[config.mk]
export PLATFORM = sky130hd
export DESIGN_NAME = emc_mac_ctrl
export DESIGN_NICKNAME = d
export VERILOG_FILES = /design/src/pkg/emc_pkg.sv /design/src/pkg/emc_cfg_if.sv /design/src/core/emc_rx_filter.sv /design/src/core/emc_tx_len.sv /design/src/core/emc_mac_ctrl.sv
export SDC_FILE = /design/constraint.sdc
export NUM_CORES = 1
export LEC_CHECK = 0
export BUFFER_PORTS_ARGS = -buffer_cell sky130_fd_sc_hd__clkbuf_2
export CORE_ASPECT_RATIO = 1.75
export CORE_MARGIN = 2
export CORE_UTILIZATION = 45
export DETAILED_ROUTE_END_ITERATION = 10
export PLACE_DENSITY = 0.69
export SLEW_MARGIN = 5
export SYNTH_ARGS = -nofsm -noshare
export SYNTH_HDL_FRONTEND = slang
export SYNTH_SLANG_ARGS = --single-unit
[constraint.sdc]
create_clock -name ref_clk -period 3 [get_ports ref_clk]
set_input_delay 0.3 -clock ref_clk [delete_from_list [all_inputs] [get_ports ref_clk]]
set_output_delay 0.3 -clock ref_clk [all_outputs]
set_load 0.005 [all_outputs]
[src/pkg/emc_pkg.sv]
/*
 Package for the Ethernet MAC control block: register offsets, field positions,
 reset values and common types.
 Assumes a 32-bit AHB-Lite slave port with word-aligned registers.
*/
package emc_pkg;
	// Register byte offsets
	localparam logic [7:0] OFF_TXCTL = 8'h00;
	localparam logic [7:0] OFF_RXCTL = 8'h04;
	localparam logic [7:0] OFF_TSCTL = 8'h08;
	localparam logic [7:0] OFF_ENCTL = 8'h0C;
	localparam logic [7:0] OFF_ADDRLO = 8'h10;
	localparam logic [7:0] OFF_ADDRHI = 8'h14;
	localparam logic [7:0] OFF_IRQRAW = 8'h18;
	localparam logic [7:0] OFF_IRQEN = 8'h1C;
	localparam logic [7:0] OFF_IRQMSK = 8'h20;
	localparam logic [7:0] OFF_MGMT = 8'h24;
	localparam logic [7:0] OFF_MGMTDAT = 8'h28;
	localparam logic [7:0] OFF_STATUS = 8'h2C;
	// Field positions
	localparam int TX_DUPLEX_BIT = 0;
	localparam int TX_FCS_BIT = 1;
	localparam int TX_PAD_BIT = 2;
	localparam int RX_BADFCS_BIT = 0;
	localparam int RX_PROMISC_BIT = 1;
	localparam int RX_MCAST_BIT = 2;
	localparam int TS_ROUTE_BIT = 0;
	localparam int EN_BIT = 0;
	localparam int MGMT_WRITE_BIT = 5;
	localparam int MGMT_BUSY_BIT = 6;
	localparam int ST_SPACE_BIT = 0;
	localparam int ST_PKT_BIT = 1;
	localparam int ST_EN_BIT = 2;
	// Interrupt source positions
	localparam int IRQ_RX = 0;
	localparam int IRQ_TXER = 1;
	localparam int IRQ_TX = 2;
	localparam int IRQ_RXOF = 3;
	localparam int IRQ_RXER = 4;
	localparam int IRQ_MGMT = 5;
	localparam int IRQ_PHY = 6;
	localparam int IRQ_W = 7;
	// Reset values
	localparam logic [2:0] TXCTL_RST = 3'h0;
	localparam logic [2:0] RXCTL_RST = 3'h0;
	localparam logic [47:0] ADDR_RST = 48'h0000_0000_0000;
	localparam logic [IRQ_W-1:0] IRQ_RST = 7'h00;
	// Frame lengths
	localparam logic [10:0] MIN_FRAME_LEN = 11'd64;
	localparam logic [10:0] FCS_LEN = 11'd4;
	localparam logic [10:0] MAX_FRAME_LEN = 11'd1518;
	// Management transfer length in cycles
	localparam logic [5:0] MGMT_CYCLES = 6'd32;

	typedef enum logic [1:0] {MG_IDLE, MG_RUN, MG_DONE} emc_mgmt_t;
endpackage : emc_pkg

[src/pkg/emc_cfg_if.sv]
/*
 Interface carrying the live configuration from the register file to the
 filter and the frame-length helper.
 Assumes one driver (the register side) and read-only consumers.
*/
interface emc_cfg_if;
	logic fullDuplexSelect;
	logic autoFcsAppend;
	logic shortFramePad;
	logic rejectBadFcs;
	logic acceptAllFrames;
	logic acceptMulticast;
	logic [47:0] stationAddr;
	modport src (output fullDuplexSelect, autoFcsAppend, shortFramePad, rejectBadFcs,
		acceptAllFrames, acceptMulticast, stationAddr);
	modport dst (input fullDuplexSelect, autoFcsAppend, shortFramePad, rejectBadFcs,
		acceptAllFrames, acceptMulticast, stationAddr);
endinterface : emc_cfg_if

[src/core/emc_rx_filter.sv]
/*
 Receive accept decision for a finished frame.
 Assumes destination and FCS status are stable while frameEnd is high.
*/
module emc_rx_filter
	import emc_pkg::*;
(
	emc_cfg_if.dst cfg,
	input wire logic [47:0] destAddr,
	input wire logic fcsBad,
	input wire logic frameEnd,
	output logic frameKeep,
	output logic frameDrop
);
	logic addrHit;
	logic fcsOk;

	// Station match, multicast group bit, or everything when promiscuous
	always_comb begin
		addrHit = cfg.acceptAllFrames;
		if (destAddr == cfg.stationAddr) addrHit = 1'b1;
		if (cfg.acceptMulticast && destAddr[40]) addrHit = 1'b1;
		fcsOk = !(cfg.rejectBadFcs && fcsBad);
		frameKeep = frameEnd && addrHit && fcsOk;
		frameDrop = frameEnd && !(addrHit && fcsOk);
	end
endmodule : emc_rx_filter

[src/core/emc_tx_len.sv]
/*
 Length on the wire of an outgoing frame, after padding and FCS append.
 Assumes payloadLen excludes the FCS.
*/
module emc_tx_len
	import emc_pkg::*;
(
	emc_cfg_if.dst cfg,
	input wire logic [10:0] payloadLen,
	output logic [10:0] wireLen,
	output logic lenBad
);
	logic [10:0] padded;

	// Padding target is the minimum less the FCS the MAC itself appends
	always_comb begin
		padded = payloadLen;
		if (cfg.shortFramePad && payloadLen < MIN_FRAME_LEN - FCS_LEN) padded = MIN_FRAME_LEN - FCS_LEN;
		wireLen = cfg.autoFcsAppend ? padded + FCS_LEN : padded;
		lenBad = (payloadLen == 11'h000) || (wireLen > MAX_FRAME_LEN);
	end
endmodule : emc_tx_len

[src/core/emc_mac_ctrl.sv]
/*
 Ethernet MAC control layer: AHB-Lite register file, enable control, receive
 accept path, transmit length check, PHY register access and interrupts.
 Assumes the datapath presents frame events on the same clock.
*/
module emc_mac_ctrl
	import emc_pkg::*;
(
	input wire logic ref_clk,
	input wire logic nrst,
	input wire logic hsel,
	input wire logic [31:0] haddr,
	input wire logic [1:0] htrans,
	input wire logic hwrite,
	input wire logic [2:0] hsize,
	input wire logic [31:0] hwdata,
	input wire logic hready,
	output logic [31:0] hrdata,
	output logic hreadyout,
	output logic hresp,
	input wire logic [47:0] rxDestAddr,
	input wire logic rxFcsBad,
	input wire logic rxFrameEnd,
	input wire logic rxPhyErr,
	input wire logic rxFifoPop,
	input wire logic txFifoFull,
	input wire logic [10:0] txPayloadLen,
	input wire logic txFrameStored,
	input wire logic txDone,
	input wire logic txRetryFail,
	input wire logic phyIrqPin,
	input wire logic [15:0] phyRdData,
	output logic phyReq,
	output logic phyWrite,
	output logic [4:0] phyRegAddr,
	output logic [15:0] phyWrData,
	output logic phyAutoNeg,
	output logic txEnable,
	output logic rxEnable,
	output logic fullDuplexSelect,
	output logic [10:0] txWireLen,
	output logic rxFifoFlush,
	output logic rxFrameWrite,
	output logic txCapture,
	output logic rxCapture,
	output logic irq
);
	////////////////////////////////////////////////////////////////////
	emc_cfg_if cfg ();
	logic [2:0] txCtl_r, txCtl_nxt;
	logic [2:0] rxCtl_r, rxCtl_nxt;
	logic tsRoute_r, tsRoute_nxt;
	logic en_r, en_nxt;
	logic [47:0] addr_r, addr_nxt;
	logic [IRQ_W-1:0] irqRaw_r, irqRaw_nxt;
	logic [IRQ_W-1:0] irqEn_r, irqEn_nxt;
	logic [5:0] mgAddr_r, mgAddr_nxt;
	logic [15:0] mgData_r, mgData_nxt;
	logic [5:0] mgCnt_r, mgCnt_nxt;
	emc_mgmt_t mgSt_r, mgSt_nxt;
	logic [7:0] rxCount_r, rxCount_nxt;
	logic [10:0] wireLen_r, wireLen_nxt;
	logic [7:0] aOff_r, aOff_nxt;
	logic aWr_r, aWr_nxt;
	logic aVal_r, aVal_nxt;
	logic [31:0] rdata_r, rdata_nxt;
	logic phyS1_r, phyS2_r, phyS3_r;
	logic keep, drop, lenBad;
	logic [10:0] lenCalc;
	logic [IRQ_W-1:0] irqEvt;
	logic wrPulse, flushPulse;
	logic [31:0] rdMux;

	// Configuration fanned out to the helpers; read back from the same flops
	assign cfg.fullDuplexSelect = txCtl_r[TX_DUPLEX_BIT];
	assign cfg.autoFcsAppend = txCtl_r[TX_FCS_BIT];
	assign cfg.shortFramePad = txCtl_r[TX_PAD_BIT];
	assign cfg.rejectBadFcs = rxCtl_r[RX_BADFCS_BIT];
	assign cfg.acceptAllFrames = rxCtl_r[RX_PROMISC_BIT];
	assign cfg.acceptMulticast = rxCtl_r[RX_MCAST_BIT];
	assign cfg.stationAddr = addr_r;

	emc_rx_filter uFilter (
		.cfg(cfg),
		.destAddr(rxDestAddr),
		.fcsBad(rxFcsBad),
		.frameEnd(rxFrameEnd && en_r),
		.frameKeep(keep),
		.frameDrop(drop)
	);

	emc_tx_len uLen (
		.cfg(cfg),
		.payloadLen(txPayloadLen),
		.wireLen(lenCalc),
		.lenBad(lenBad)
	);

	////////////////////////////////////////////////////////////////////
	// PHY interrupt pin comes from another domain: two flops, then edge
	always_ff @(posedge ref_clk or negedge nrst) begin
		if (!nrst) begin
			phyS1_r <= 1'b0;
			phyS2_r <= 1'b0;
			phyS3_r <= 1'b0;
		end else begin
			phyS1_r <= phyIrqPin;
			phyS2_r <= phyS1_r;
			phyS3_r <= phyS2_r;
		end
	end

	////////////////////////////////////////////////////////////////////
	// Bus side: one wait-free slave, data phase completes in one cycle
	assign wrPulse = aVal_r && aWr_r;
	assign hreadyout = 1'b1;
	assign hresp = 1'b0;
	assign hrdata = rdata_r;

	// Read mux; unmapped offsets read as zero
	always_comb begin
		rdMux = 32'h0000_0000;
		case (aOff_nxt)
			OFF_TXCTL: rdMux = {29'h0, txCtl_r};
			OFF_RXCTL: rdMux = {29'h0, rxCtl_r};
			OFF_TSCTL: rdMux = {31'h0, tsRoute_r};
			OFF_ENCTL: rdMux = {31'h0, en_r};
			OFF_ADDRLO: rdMux = addr_r[31:0];
			OFF_ADDRHI: rdMux = {16'h0, addr_r[47:32]};
			OFF_IRQRAW: rdMux = {25'h0, irqRaw_r};
			OFF_IRQEN: rdMux = {25'h0, irqEn_r};
			OFF_MGMT: rdMux = {25'h0, (mgSt_r == MG_RUN), mgAddr_r};
			OFF_MGMTDAT: rdMux = {16'h0, mgData_r};
			OFF_STATUS: rdMux = {29'h0, en_r, (rxCount_r != 8'h00), !txFifoFull};
			default: rdMux = 32'h0000_0000;
		endcase
	end

	// Address-phase capture and register updates
	always_comb begin
		aVal_nxt = hsel && hready && htrans[1];
		aWr_nxt = hwrite;
		aOff_nxt = {haddr[7:2], 2'b00};
		rdata_nxt = (aVal_nxt && !hwrite) ? rdMux : rdata_r;
		txCtl_nxt = txCtl_r;
		rxCtl_nxt = rxCtl_r;
		tsRoute_nxt = tsRoute_r;
		en_nxt = en_r;
		addr_nxt = addr_r;
		irqEn_nxt = irqEn_r;
		flushPulse = 1'b0;
		if (wrPulse) begin
			case (aOff_r)
				OFF_TXCTL: txCtl_nxt = hwdata[2:0];
				OFF_RXCTL: rxCtl_nxt = hwdata[2:0];
				OFF_TSCTL: tsRoute_nxt = hwdata[TS_ROUTE_BIT];
				OFF_ENCTL: begin
					en_nxt = hwdata[EN_BIT];
					flushPulse = 1'b1;
				end
				OFF_ADDRLO: addr_nxt[31:0] = hwdata;
				OFF_ADDRHI: addr_nxt[47:32] = hwdata[15:0];
				OFF_IRQEN: irqEn_nxt = hwdata[IRQ_W-1:0];
				default: ;
			endcase
		end
	end

	////////////////////////////////////////////////////////////////////
	// PHY management transfer: fixed length, then data captured on reads
	always_comb begin
		mgSt_nxt = mgSt_r;
		mgAddr_nxt = mgAddr_r;
		mgData_nxt = mgData_r;
		mgCnt_nxt = mgCnt_r;
		case (mgSt_r)
			MG_IDLE: begin
				if (wrPulse && aOff_r == OFF_MGMTDAT) mgData_nxt = hwdata[15:0];
				if (wrPulse && aOff_r == OFF_MGMT) begin
					mgAddr_nxt = hwdata[5:0];
					mgCnt_nxt = MGMT_CYCLES;
					mgSt_nxt = MG_RUN;
				end
			end
			MG_RUN: begin
				mgCnt_nxt = mgCnt_r - 6'd1;
				if (mgCnt_r == 6'd1) begin
					if (!mgAddr_r[MGMT_WRITE_BIT]) mgData_nxt = phyRdData;
					mgSt_nxt = MG_DONE;
				end
			end
			MG_DONE: mgSt_nxt = MG_IDLE;
			default: mgSt_nxt = MG_IDLE;
		endcase
	end
	assign phyReq = (mgSt_r == MG_RUN);
	assign phyWrite = mgAddr_r[MGMT_WRITE_BIT];
	assign phyRegAddr = mgAddr_r[4:0];
	assign phyWrData = mgData_r;
	assign phyAutoNeg = 1'b1; // PHY runs its own negotiation from reset

	////////////////////////////////////////////////////////////////////
	// Frame count in the receive FIFO; flush wins over traffic
	always_comb begin
		rxCount_nxt = rxCount_r;
		// Saturates when full so an overflow never reads back as an empty FIFO
		if (keep && !(rxFifoPop && rxCount_r != 8'h00) && rxCount_r != 8'hFF) rxCount_nxt = rxCount_r + 8'h01;
		else if (!keep && rxFifoPop && rxCount_r != 8'h00) rxCount_nxt = rxCount_r - 8'd1;
		if (flushPulse) rxCount_nxt = 8'h00;
		wireLen_nxt = txFrameStored ? lenCalc : wireLen_r;
	end

	// Interrupt events; set beats the write-one-to-clear mask
	always_comb begin
		irqEvt = '0;
		irqEvt[IRQ_RX] = keep;
		irqEvt[IRQ_TXER] = txRetryFail || (txFrameStored && lenBad);
		irqEvt[IRQ_TX] = txDone;
		irqEvt[IRQ_RXOF] = keep && (rxCount_r == 8'hFF);
		irqEvt[IRQ_RXER] = rxFrameEnd && en_r && (rxFcsBad || rxPhyErr);
		irqEvt[IRQ_MGMT] = (mgSt_r == MG_DONE);
		irqEvt[IRQ_PHY] = phyS2_r && !phyS3_r;
		irqRaw_nxt = irqRaw_r;
		if (wrPulse && aOff_r == OFF_IRQMSK) irqRaw_nxt = irqRaw_r & ~hwdata[IRQ_W-1:0];
		irqRaw_nxt = irqRaw_nxt | irqEvt;
	end

	////////////////////////////////////////////////////////////////////
	// All state registers other than the PHY interrupt pin flops
	always_ff @(posedge ref_clk or negedge nrst) begin
		if (!nrst) begin
			txCtl_r <= TXCTL_RST;
			rxCtl_r <= RXCTL_RST;
			tsRoute_r <= 1'b0;
			en_r <= 1'b0;
			addr_r <= ADDR_RST;
			irqRaw_r <= IRQ_RST;
			irqEn_r <= IRQ_RST;
			mgAddr_r <= 6'h00;
			mgData_r <= 16'h0000;
			mgCnt_r <= 6'h00;
			mgSt_r <= MG_IDLE;
			rxCount_r <= 8'h00;
			wireLen_r <= 11'h000;
			aOff_r <= 8'h00;
			aWr_r <= 1'b0;
			aVal_r <= 1'b0;
			rdata_r <= 32'h0000_0000;
			rxFifoFlush <= 1'b0;
			rxFrameWrite <= 1'b0;
			txCapture <= 1'b0;
			rxCapture <= 1'b0;
			irq <= 1'b0;
		end else begin
			txCtl_r <= txCtl_nxt;
			rxCtl_r <= rxCtl_nxt;
			tsRoute_r <= tsRoute_nxt;
			en_r <= en_nxt;
			addr_r <= addr_nxt;
			irqRaw_r <= irqRaw_nxt;
			irqEn_r <= irqEn_nxt;
			mgAddr_r <= mgAddr_nxt;
			mgData_r <= mgData_nxt;
			mgCnt_r <= mgCnt_nxt;
			mgSt_r <= mgSt_nxt;
			rxCount_r <= rxCount_nxt;
			wireLen_r <= wireLen_nxt;
			aOff_r <= aOff_nxt;
			aWr_r <= aWr_nxt;
			aVal_r <= aVal_nxt;
			rdata_r <= rdata_nxt;
			rxFifoFlush <= flushPulse;
			rxFrameWrite <= keep && !drop;
			txCapture <= tsRoute_r && irqRaw_r[IRQ_TX];
			rxCapture <= tsRoute_r && irqRaw_r[IRQ_RX];
			irq <= |(irqRaw_nxt & irqEn_nxt);
		end
	end

	// Transmitter and receiver follow the enable; duplex goes to the MAC
	assign txEnable = en_r;
	assign rxEnable = en_r;
	assign fullDuplexSelect = txCtl_r[TX_DUPLEX_BIT];
	assign txWireLen = wireLen_r;
endmodule : emc_mac_ctrl

==> results of run 1 <==
## cells in the mapped netlist, types with 12 or more instances
master and count:
dfrtp_1 167, nand2_1 109, mux2_2 79, xnor2_1 51, nor2_1 48, o21ai_0 33, nand3_1 29, clkbuf_1 24
nand4_1 22, a31oi_1 20, inv_1 18, a21oi_1 14, nor3_1 14, a222oi_1 12
## final cells by class
type	count	area (sq um)	share of cell area, %
Antenna cell	1	2.50	0.0230
Clock buffer	18	429	3.94
Clock inverter	14	115	1.06
Inverter	19	76.3	0.701
Multi-Input combinational cell	561	4010	36.9
Sequential cell	167	4180	38.4
Tap cell	234	293	2.69
Timing Repair Buffer	300	1780	16.3
## flip-flops by register name (all words and copies together) (netlist names), 2 cells and up
signal / count
mgSt_r: 2
irqRaw_r: 7
aOff_r: 6
mgCnt_r: 6
phyWrData: 16
txWireLen: 11
hrdata: 32
rxCtl_r: 3
mgAddr_r: 6
txCtl_r: 3
rxCount_r: 8
addr_r: 48
irqEn_r: 7
## through the flow
| step | total power [W] | setup TNS (ns) | util, % | instances | hold slack (ns) |
|---|---|---|---|---|---|
| after detailed placement | 0.00384 | -0.491 | 56.2 | 1271 | 0.338 |
| after floorplan | 0.00329 | 0 | - | 788 | 0.00441 |
| final | 0.00608 | -0.170 | 60.3 | 1314 | 0.0311 |
| after global placement | 0.00380 | -0.467 | 56.2 | 1271 | 0.340 |
| after CTS | 0.00605 | -0.0531 | 60.1 | 1312 | 0.0208 |
| after global routing | 0.00636 | -1.01 | 60.3 | 1314 | 0.0201 |
## timing repair
action / in CTS / in global routing
buffers inserted: 7 / 1
hold endpoints to repair: 74 / 0
cloned: 0 / 0
resized for setup: 16 / 4
hold buffers: 2 / 0
setup endpoints to repair: 3 / 5
pin swaps: 13 / 6
## cell families (layout without fill, tap and decap cells)
| group | after synthesis | in the layout | share of synthesized area [%] |
|---|---|---|---|
| compound gates | 129 | 129 | 10.6 |
| mux | 84 | 84 | 11.3 |
| buf+inv | 60 | 351 | 3.06 |
| flops | 167 | 167 | 50.4 |
| fa+ha+maj | 10 | 10 | 1.60 |
| xor+xnor | 57 | 57 | 6.02 |
| simple gates | 278 | 278 | 16.9 |
| other cells | 2 | 4 | 0.0905 |
## where the power goes
| part | switching (W) | internal, W | total (W) |
|---|---|---|---|
| logic | 0.000671 | 0.000732 | 0.00140 |
| clock network | 0.000978 | 0.00108 | 0.00205 |
| registers | 0.000175 | 0.00244 | 0.00262 |
## worst paths after layout
| kind | depth (start not counted) | slack (ns) | endpoint |
|---|---|---|---|
| max | 16 | -0.09 | rxCount_r[6] |
| min | 1 | 0.03 | aWr_r |
| max reg2reg | 16 | -0.09 | rxCount_r[6] |
| min reg2reg | 0 | 0.35 | phyS2_r |
| max in group asynchronous | 3 | 1.63 | hrdata[20] |
| min in group asynchronous | 2 | 0.47 | txWireLen[2] |
## metal layers
metal | vias up | part of all wire, % | global-route usage [%]
met5 | - | 0 | 0
met2 | 255 | 53 | 46.6
met3 | 64 | 5.6 | 5.46
met1 | 3508 | 37 | 29.8
li1 | 3382 | - | -
met4 | 0 | 4.2 | 12.2
==> results_tabular.tex, run 1 <==
\begin{tabular}{lr}
\hline
Metric & Value \\
\hline
\multicolumn{2}{l}{\textbf{Detailed routing}} \\
\quad Residual DRC count & 0 \\
\quad Total routed wirelength & $\sim$25 mm \\
\quad Initial DRT Pass Iterations & 5 \\
\quad Wire length per cell after detailed routing & around 19 um \\
\quad Count of antenna-violating nets left after detailed routing & 0 \\
\quad Count of vias placed by the detailed router & 7209 \\
\quad Count of routing violations after the opening detailed-route iteration & 458 \\
\quad Detailed-route vias per instance & 5.49 \\
\multicolumn{2}{l}{\textbf{STA}} \\
\quad Final count of negative-setup-slack endpoints & 4 \\
\quad Rel. slew slack & 51.3\% \\
\quad Setup slack after layout & -0.0885 ns \\
\quad Final Critical Period & 3.09 ns \\
\quad Count of final hold-check violations & 0 \\
\quad Max Transition Viols Final & 0 \\
\quad Tcrit/Tclk final & 103\% \\
\quad Actual slew at the worst max-slew pin & $\sim$0.73 ns \\
\quad Setup repair after global routing missed its margin & yes \\
\quad Final worst clock skew & between 0.01 and 0.015 ns \\
\quad FMAX & $\sim$320 MHz \\
\multicolumn{2}{l}{\textbf{GRT}} \\
\quad Pin count of the biggest net entering global routing & 76 \\
\quad Global-route wire length before repair & between 30 and 40 mm \\
\quad Number of antenna violations at the first check in global routing & 1 \\
\quad All-layer global routing usage & about a quarter \\
\quad Via count of the first global-routing pass & 7453 \\
\quad GR Overflow Total & 0 \\
\multicolumn{2}{l}{\textbf{Min path}} \\
\quad Hold Crit Class & input pin to flop \\
\quad Start point of the worst min-delay path & hwrite \\
\multicolumn{2}{l}{\textbf{Synth}} \\
\quad Top cell type by total area after synthesis & dfrtp\_1 \\
\quad Synth async-reset ratio & 100\% \\
\quad Number of enable flip-flop cells after synthesis & 0 \\
\quad Largest cells by area after synthesis & dfrtp\_1 (50\%), mux2\_2 (11\%), xnor2\_1 (5.4\%) \\
\quad Average cell area after synthesis & $\sim$11 sq um \\
\quad Number of synthesis warnings & 0 \\
\quad Area share of the leading cell type in the synthesized netlist & 50.4\% \\
\quad Yosys cell types & 63 \\
\quad Post-synthesis register bit count & about 170 \\
\quad Sequential element share of the synthesized area & 50.4\% \\
\quad Main flop type after synthesis & dfrtp\_1 \\
\quad Netlist Area Pre-Place & a little over 8000 sq um \\
\quad Count of mapped cells out of synthesis & about 800 \\
\multicolumn{2}{l}{\textbf{Finish}} \\
\quad Syn-to-layout area delta & 31.2\% \\
\quad Number of filler cells placed in the layout & 1562 \\
\quad Highest-count cells in the layout ignoring fill and taps & clkbuf\_2 (200), dfrtp\_1 (167), nand2\_1 (109) \\
\quad Number of nets at the end of the flow & roughly 1200 \\
\quad Most common cell after layout, fill and taps aside & clkbuf\_2 \\
\quad Post-Layout Inst Area & 10900 sq um \\
\quad Ratio of cells with drive above 1 in the final layout & roughly two fifths \\
\multicolumn{2}{l}{\textbf{Placement}} \\
\quad Placement Setup Slack & -0.253 ns \\
\quad Dpl cell area & between 10000 and 15000 sq um \\
\quad Count of buffers from port buffering & about 200 \\
\quad Gpl congestion & $\sim$0.90 \\
\quad Placed wire-length estimate & approximately 18 mm \\
\multicolumn{2}{l}{\textbf{Floorplan}} \\
\quad Row Count & 65 \\
\quad Starting density of the core & 45.9\% \\
\quad DIE AREA & 19600 sq um \\
\quad Die W & $\sim$110 um \\
\quad Num ports & roughly 240 \\
\quad Core Box Area & $\sim$18000 sq um \\
\quad Y dimension of the die & approximately 180 um \\
\multicolumn{2}{l}{\textbf{Run status}} \\
\quad Violated checks & negative setup slack \\
\quad Result of the run & complete, but fails checks \\
\multicolumn{2}{l}{\textbf{Clock network}} \\
\quad Clock slew seen by the registers of the worst setup and hold paths & 0.07 ns \\
\quad Clock root buffer & clkbuf\_16 \\
\quad CTS HTree Levels & 4 \\
\quad Clock latency reported for the late side of the worst-skew pair & roughly 0.44 ns \\
\quad Maximum clock insertion buffer count & 2 \\
\quad Total number of clock tree sinks & between 150 and 200 \\
\quad Clock tree from TritonCTS & yes \\
\quad Clock buffers created by TritonCTS & 17 \\
\multicolumn{2}{l}{\textbf{Pwr}} \\
\quad Static leakage & between 5 and 6 nW \\
\quad Maximum VDD drop & 382 uV \\
\quad Power density of the placed cells & about 560 nW/um\^{}2 \\
\multicolumn{2}{l}{\textbf{Worst setup path}} \\
\quad Worst setup path category & flop to flop \\
\quad Arrival time at the worst endpoint & around 3.4 ns \\
\quad Required time of the critical path & around 3.3 ns \\
\quad Standard cell with the maximum stage delay on the critical path & dfrtp\_1 \\
\quad Endpoint type of the worst setup path & flop \\
\quad Largest stage delay on the critical path & 0.41 ns \\
\quad Cells along the critical path & xnor2\_2 -> nand4\_1 -> nor4\_2 -> buf\_4 -> nand4\_1 -> and2\_4 -> buf\_6 -> clkinv\_4 -> fa\_2 -> nor2b\_2 -> o21ai\_2 -> a21boi\_2 -> o21a\_1 -> nor3\_2 -> nor3\_1 -> mux2\_4 \\
\quad Top Family by Delay on Critical Path & simple AND/OR/NAND/NOR gates \\
\quad WP buf/inv & 3 \\
\quad Critical path startpoint category & flop \\
\quad Crit path launch & addr\_r[16] \\
\quad Crit-path max FO & 4 \\
\quad CP dominant cell by count & nand4\_1 \\
\quad Worst R2R Start & addr\_r[16] \\
\multicolumn{2}{l}{\textbf{Run}} \\
\quad Max Cap Viol & 0 \\
\hline
\end{tabular}
Note: power is estimated with default switching activity, not from simulation.
==> inputs of run 2 (changes only) <==
Settings changed: CORE_ASPECT_RATIO 1.75 to not set, CTS_BUF_LIST set to sky130_fd_sc_hd__clkbuf_8, SYNTH_HIERARCHICAL set to 1.
==> run 2 against run 1 <==
Net effect: the flow still finishes with violations (negative setup slack); total power down 6.6%; clock-buffer cell count down 1; sequential power about the same; largest cell class unchanged.
==> results_tabular.tex, run 2 <==
\begin{tabular}{lr}
\hline
Metric & Value \\
\hline
\multicolumn{2}{l}{\textbf{Detailed routing}} \\
\quad Count of routing violations after the opening detailed-route iteration & 485 (was 458) \\
\quad Wire length per cell after detailed routing & 18.8 um (was 19.1 um) \\
\quad Residual DRC count & 0 (unchanged) \\
\quad Detailed-route vias per instance & 5.42 (was 5.49) \\
\quad Count of antenna-violating nets left after detailed routing & 0 (unchanged) \\
\quad Total routed wirelength & 24.1 mm (was 25.1 mm) \\
\quad Initial DRT Pass Iterations & 5 (unchanged) \\
\quad Count of vias placed by the detailed router & 6959 (was 7209) \\
\multicolumn{2}{l}{\textbf{Synth}} \\
\quad Most common cell in the synthesized netlist & dfrtp\_1 (unchanged) \\
\quad Area share of the leading cell type in the synthesized netlist & 50.7\% (was 50.4\%) \\
\quad Number of enable flip-flop cells after synthesis & 0 (unchanged) \\
\quad Average cell area after synthesis & 11.0 sq um (was 10.5 sq um) \\
\quad Top cell type by total area after synthesis & dfrtp\_1 (unchanged) \\
\quad Sequential element share of the synthesized area & 50.7\% (was 50.4\%) \\
\quad Count of mapped cells out of synthesis & 750 (was 787) \\
\quad Largest cells by area after synthesis & dfrtp\_1 (51\%), mux2\_2 (11\%), xor2\_1 (5.5\%) (was dfrtp\_1 (50\%), mux2\_2 (11\%), xnor2\_1 (5.4\%)) \\
\quad Yosys cell types & 71 (was 63) \\
\quad Post-synthesis register bit count & 167 (unchanged) \\
\quad Number of synthesis warnings & 6 (was 0) \\
\quad Main flop type after synthesis & dfrtp\_1 (unchanged) \\
\quad Netlist Area Pre-Place & 8240 sq um (was 8300 sq um) \\
\quad Leading post-synthesis cells by instance count & dfrtp\_1 (167), nand2\_1 (101), mux2\_2 (80) (was dfrtp\_1 (167), nand2\_1 (109), mux2\_2 (79)) \\
\quad Synth async-reset ratio & 100\% (unchanged) \\
\multicolumn{2}{l}{\textbf{Worst setup path}} \\
\quad WP buf/inv & 2 (was 3) \\
\quad Endpoint type of the worst setup path & flop (unchanged) \\
\quad Top Family by Delay on Critical Path & compound AO/OA/AOI/OAI gates (was simple AND/OR/NAND/NOR gates) \\
\quad Required time of the critical path & 3.35 ns (was 3.32 ns) \\
\quad Cells along the critical path & xor2\_1 -> nor4\_2 -> buf\_4 -> nand4\_1 -> o31a\_1 -> nor3b\_2 -> inv\_1 -> a211o\_4 -> ha\_4 -> a21oi\_4 -> o2111ai\_2 -> a21o\_1 -> a21oi\_2 -> mux2i\_1 -> o221ai\_1 (was xnor2\_2 -> nand4\_1 -> nor4\_2 -> buf\_4 -> nand4\_1 -> and2\_4 -> buf\_6 -> clkinv\_4 -> fa\_2 -> nor2b\_2 -> o21ai\_2 -> a21boi\_2 -> o21a\_1 -> nor3\_2 -> nor3\_1 -> mux2\_4) \\
\quad Crit path launch & addr\_r[16] (unchanged) \\
\quad R2R Setup Slk & -0.56 ns (was -0.09 ns) \\
\quad Standard cell with the maximum stage delay on the critical path & dfrtp\_1 (unchanged) \\
\quad Worst setup path category & flop to flop (unchanged) \\
\quad Largest stage delay on the critical path & 0.40 ns (was 0.41 ns) \\
\quad Crit-path max FO & 5 (was 4) \\
\quad Arrival time at the worst endpoint & 3.91 ns (was 3.41 ns) \\
\quad Worst R2R Start & addr\_r[16] (unchanged) \\
\quad Critical path startpoint category & flop (unchanged) \\
\multicolumn{2}{l}{\textbf{Clock network}} \\
\quad Clock root buffer & clkbuf\_8 (was clkbuf\_16) \\
\quad Clock tree from TritonCTS & yes (unchanged) \\
\quad Clock slew seen by the registers of the worst setup and hold paths & 0.10 ns (was 0.07 ns) \\
\quad CTS HTree Levels & 4 (unchanged) \\
\quad Total number of clock tree sinks & 167 (unchanged) \\
\quad Clock buffers created by TritonCTS & 17 (unchanged) \\
\quad Maximum clock insertion buffer count & 2 (unchanged) \\
\quad Clock latency reported for the late side of the worst-skew pair & 0.47 ns (was 0.44 ns) \\
\multicolumn{2}{l}{\textbf{STA}} \\
\quad Actual slew at the worst max-slew pin & 0.799 ns (was 0.731 ns) \\
\quad Max Transition Viols Final & 0 (unchanged) \\
\quad Final worst clock skew & 0.0168 ns (was 0.0129 ns) \\
\quad Tcrit/Tclk final & 119\% (was 103\%) \\
\quad Setup repair after global routing missed its margin & yes (unchanged) \\
\quad Count of final hold-check violations & 0 (unchanged) \\
\quad Final count of negative-setup-slack endpoints & 8 (was 4) \\
\quad Final Critical Period & 3.56 ns (was 3.09 ns) \\
\quad Rel. slew slack & 46.7\% (was 51.3\%) \\
\quad FMAX & 281 MHz (was 324 MHz) \\
\quad Setup slack after layout & -0.559 ns (was -0.0885 ns) \\
\multicolumn{2}{l}{\textbf{GRT}} \\
\quad Global-route wire length before repair & 37.9 mm (was 39.3 mm) \\
\quad Number of antenna violations at the first check in global routing & 0 (was 1) \\
\quad Via count of the first global-routing pass & 6822 (was 7453) \\
\quad Pin count of the biggest net entering global routing & 84 (was 76) \\
\quad All-layer global routing usage & 25.1\% (was 26.2\%) \\
\quad GR Overflow Total & 0 (unchanged) \\
\multicolumn{2}{l}{\textbf{Placement}} \\
\quad Gpl congestion & 0.885 (was 0.902) \\
\quad Placed cell count & 1241 (was 1271) \\
\quad Count of buffers from port buffering & 201 (unchanged) \\
\quad Placed wire-length estimate & 18.1 mm (was 18.3 mm) \\
\multicolumn{2}{l}{\textbf{Pwr}} \\
\quad Static leakage & 5.33 nW (was 5.18 nW) \\
\quad Power density of the placed cells & 525 nW/um\^{}2 (was 558 nW/um\^{}2) \\
\quad Total power & 0.00568 W (was 0.00608 W) \\
\quad Maximum VDD drop & 323 uV (was 382 uV) \\
\multicolumn{2}{l}{\textbf{Finish}} \\
\quad Register Area & 4180 sq um (unchanged) \\
\quad Ratio of cells with drive above 1 in the final layout & 44.0\% (was 41.1\%) \\
\quad Number of nets at the end of the flow & 1209 (was 1234) \\
\quad Top register by number of flip-flops & addr\_r (unchanged) \\
\quad Footprint of the multi-input gates & 4000 sq um (was 4010 sq um) \\
\quad Most common cell after layout, fill and taps aside & clkbuf\_2 (unchanged) \\
\quad Number of filler cells placed in the layout & 1517 (was 1562) \\
\quad Highest-count cells in the layout ignoring fill and taps & clkbuf\_2 (200), dfrtp\_1 (167), nand2\_1 (101), buf\_4 (101), mux2\_2 (80) (was clkbuf\_2 (200), dfrtp\_1 (167), nand2\_1 (109)) \\
\quad Number of inserted diodes & 0 (was 1) \\
\quad Non-filler cells, final & 1283 (was 1314) \\
\quad Max FFs per register & 48 (unchanged) \\
\quad Syn-to-layout area delta & 31.2\% (about the same) \\
\multicolumn{2}{l}{\textbf{Min path}} \\
\quad Hold Crit Class & input pin to flop (unchanged) \\
\quad Start point of the worst min-delay path & haddr[5] (was hwrite) \\
\multicolumn{2}{l}{\textbf{Floorplan}} \\
\quad Die W & 139 um (was 107 um) \\
\quad Num ports & 235 (unchanged) \\
\quad Row Count & 49 (was 65) \\
\quad DIE AREA & 19400 sq um (was 19600 sq um) \\
\quad Core Box Area & 18000 sq um (was 18100 sq um) \\
\quad Starting density of the core & 45.9\% (about the same) \\
\quad Y dimension of the die & 139 um (was 184 um) \\
\multicolumn{2}{l}{\textbf{Run status}} \\
\quad Result of the run & complete, but fails checks (unchanged) \\
\quad Violated checks & negative setup slack (unchanged) \\
\multicolumn{2}{l}{\textbf{Run}} \\
\quad Max Cap Viol & 0 (unchanged) \\
\hline
\end{tabular}
## run 2: cell types whose count changed after synthesis, sizes merged, moves of 13 or more
| cell | change |
|---|---|
| a22o | +25 |
| nand3 | -14 |
| nand4 | -13 |
| xnor2 | -44 |
| xor2 | +46 |
## run 2: area by class of cell
class                   instances  share of cell area (%)
flip-flops and latches        167                    38.6
multi-input cells             527                    37.0
clock buffers                  17                    2.16
clock inverters                15                    1.55
well taps                     229                    2.65
repair buffers                310                    17.3
inverters                      18                   0.671
## run 2: final timing paths
kind / cells after the start / endpoint
min reg2reg: 0 / phyS2_r
max reg2reg: 15 / rxCount_r[7]
max in group asynchronous: 3 / addr_r[44]
max: 15 / rxCount_r[7]
min in group asynchronous: 2 / rxCount_r[4]
min: 1 / aOff_r[5]
## run 2: logic make-up (layout without fill, tap and decap cells)
kind of cell	after synthesis	count (layout)	synth area share, %
AND/OR/NAND/NOR	228	228	13.8
flip-flops	167	167	50.7
AO/OA/AOI/OAI	140	140	12.5
multiplexers	87	87	11.9
XOR/XNOR	59	59	6.27
buffers and inverters	57	360	3.10
adder cells (fa/ha/maj)	10	10	1.61
other	2	3	0.0911
## run 2: repair_timing
item,in CTS,in global routing
gates resized for setup,12,15
hold endpoints to repair,82,0
gates cloned,0,0
hold buffers,3,0
setup buffers,5,5
pin swaps,11,10
endpoints found under the setup margin,8,9
## run 2: per-stage QoR
step                      TNS, ns  hold WS [ns]  cell area, sq um  worst slack (ns)  util [%]
after detailed placement    -3.78         0.335             10200            -0.703      56.9
after CTS                   -2.30       0.00471             10700            -0.521      59.8
final                       -1.80        0.0284             10800            -0.559      60.2
after floorplan            -0.267       0.00441              8340            -0.205         -
after global placement      -3.13         0.339             10200            -0.621      56.9
after global routing        -3.14     0.0000894             10800            -0.704      60.2
## run 2: report_power, final
part           total (W)  switching [W]  leakage [nW]  internal (W)
combinational    0.00142       0.000686          3.06      0.000736
sequential       0.00260       0.000188          2.07       0.00241
clock            0.00166       0.000900         0.198      0.000756
total            0.00568        0.00177          5.33       0.00390
## run 2: worst register-to-register path: stages, from the launching register on
cell,delay (ns)
dfrtp_1,0.40
xor2_1,0.17
nor4_2,0.34
buf_4,0.18
nand4_1,0.10
o31a_1,0.33
nor3b_2,0.23
inv_1,0.10
a211o_4,0.34
ha_4,0.24
a21oi_4,0.15
o2111ai_2,0.14
a21o_1,0.19
a21oi_2,0.20
mux2i_1,0.21
o221ai_1,0.13
## run 2: metal layers
metal	up-vias	share of wire, %	routed length, um	track usage [%]
met5	-	0	0	0
met4	0	3.3	808	9.57
met3	52	5.8	1400	5.47
met2	233	46	11200	38.6
met1	3378	44	10700	35.0
li1	3296	-	-	-
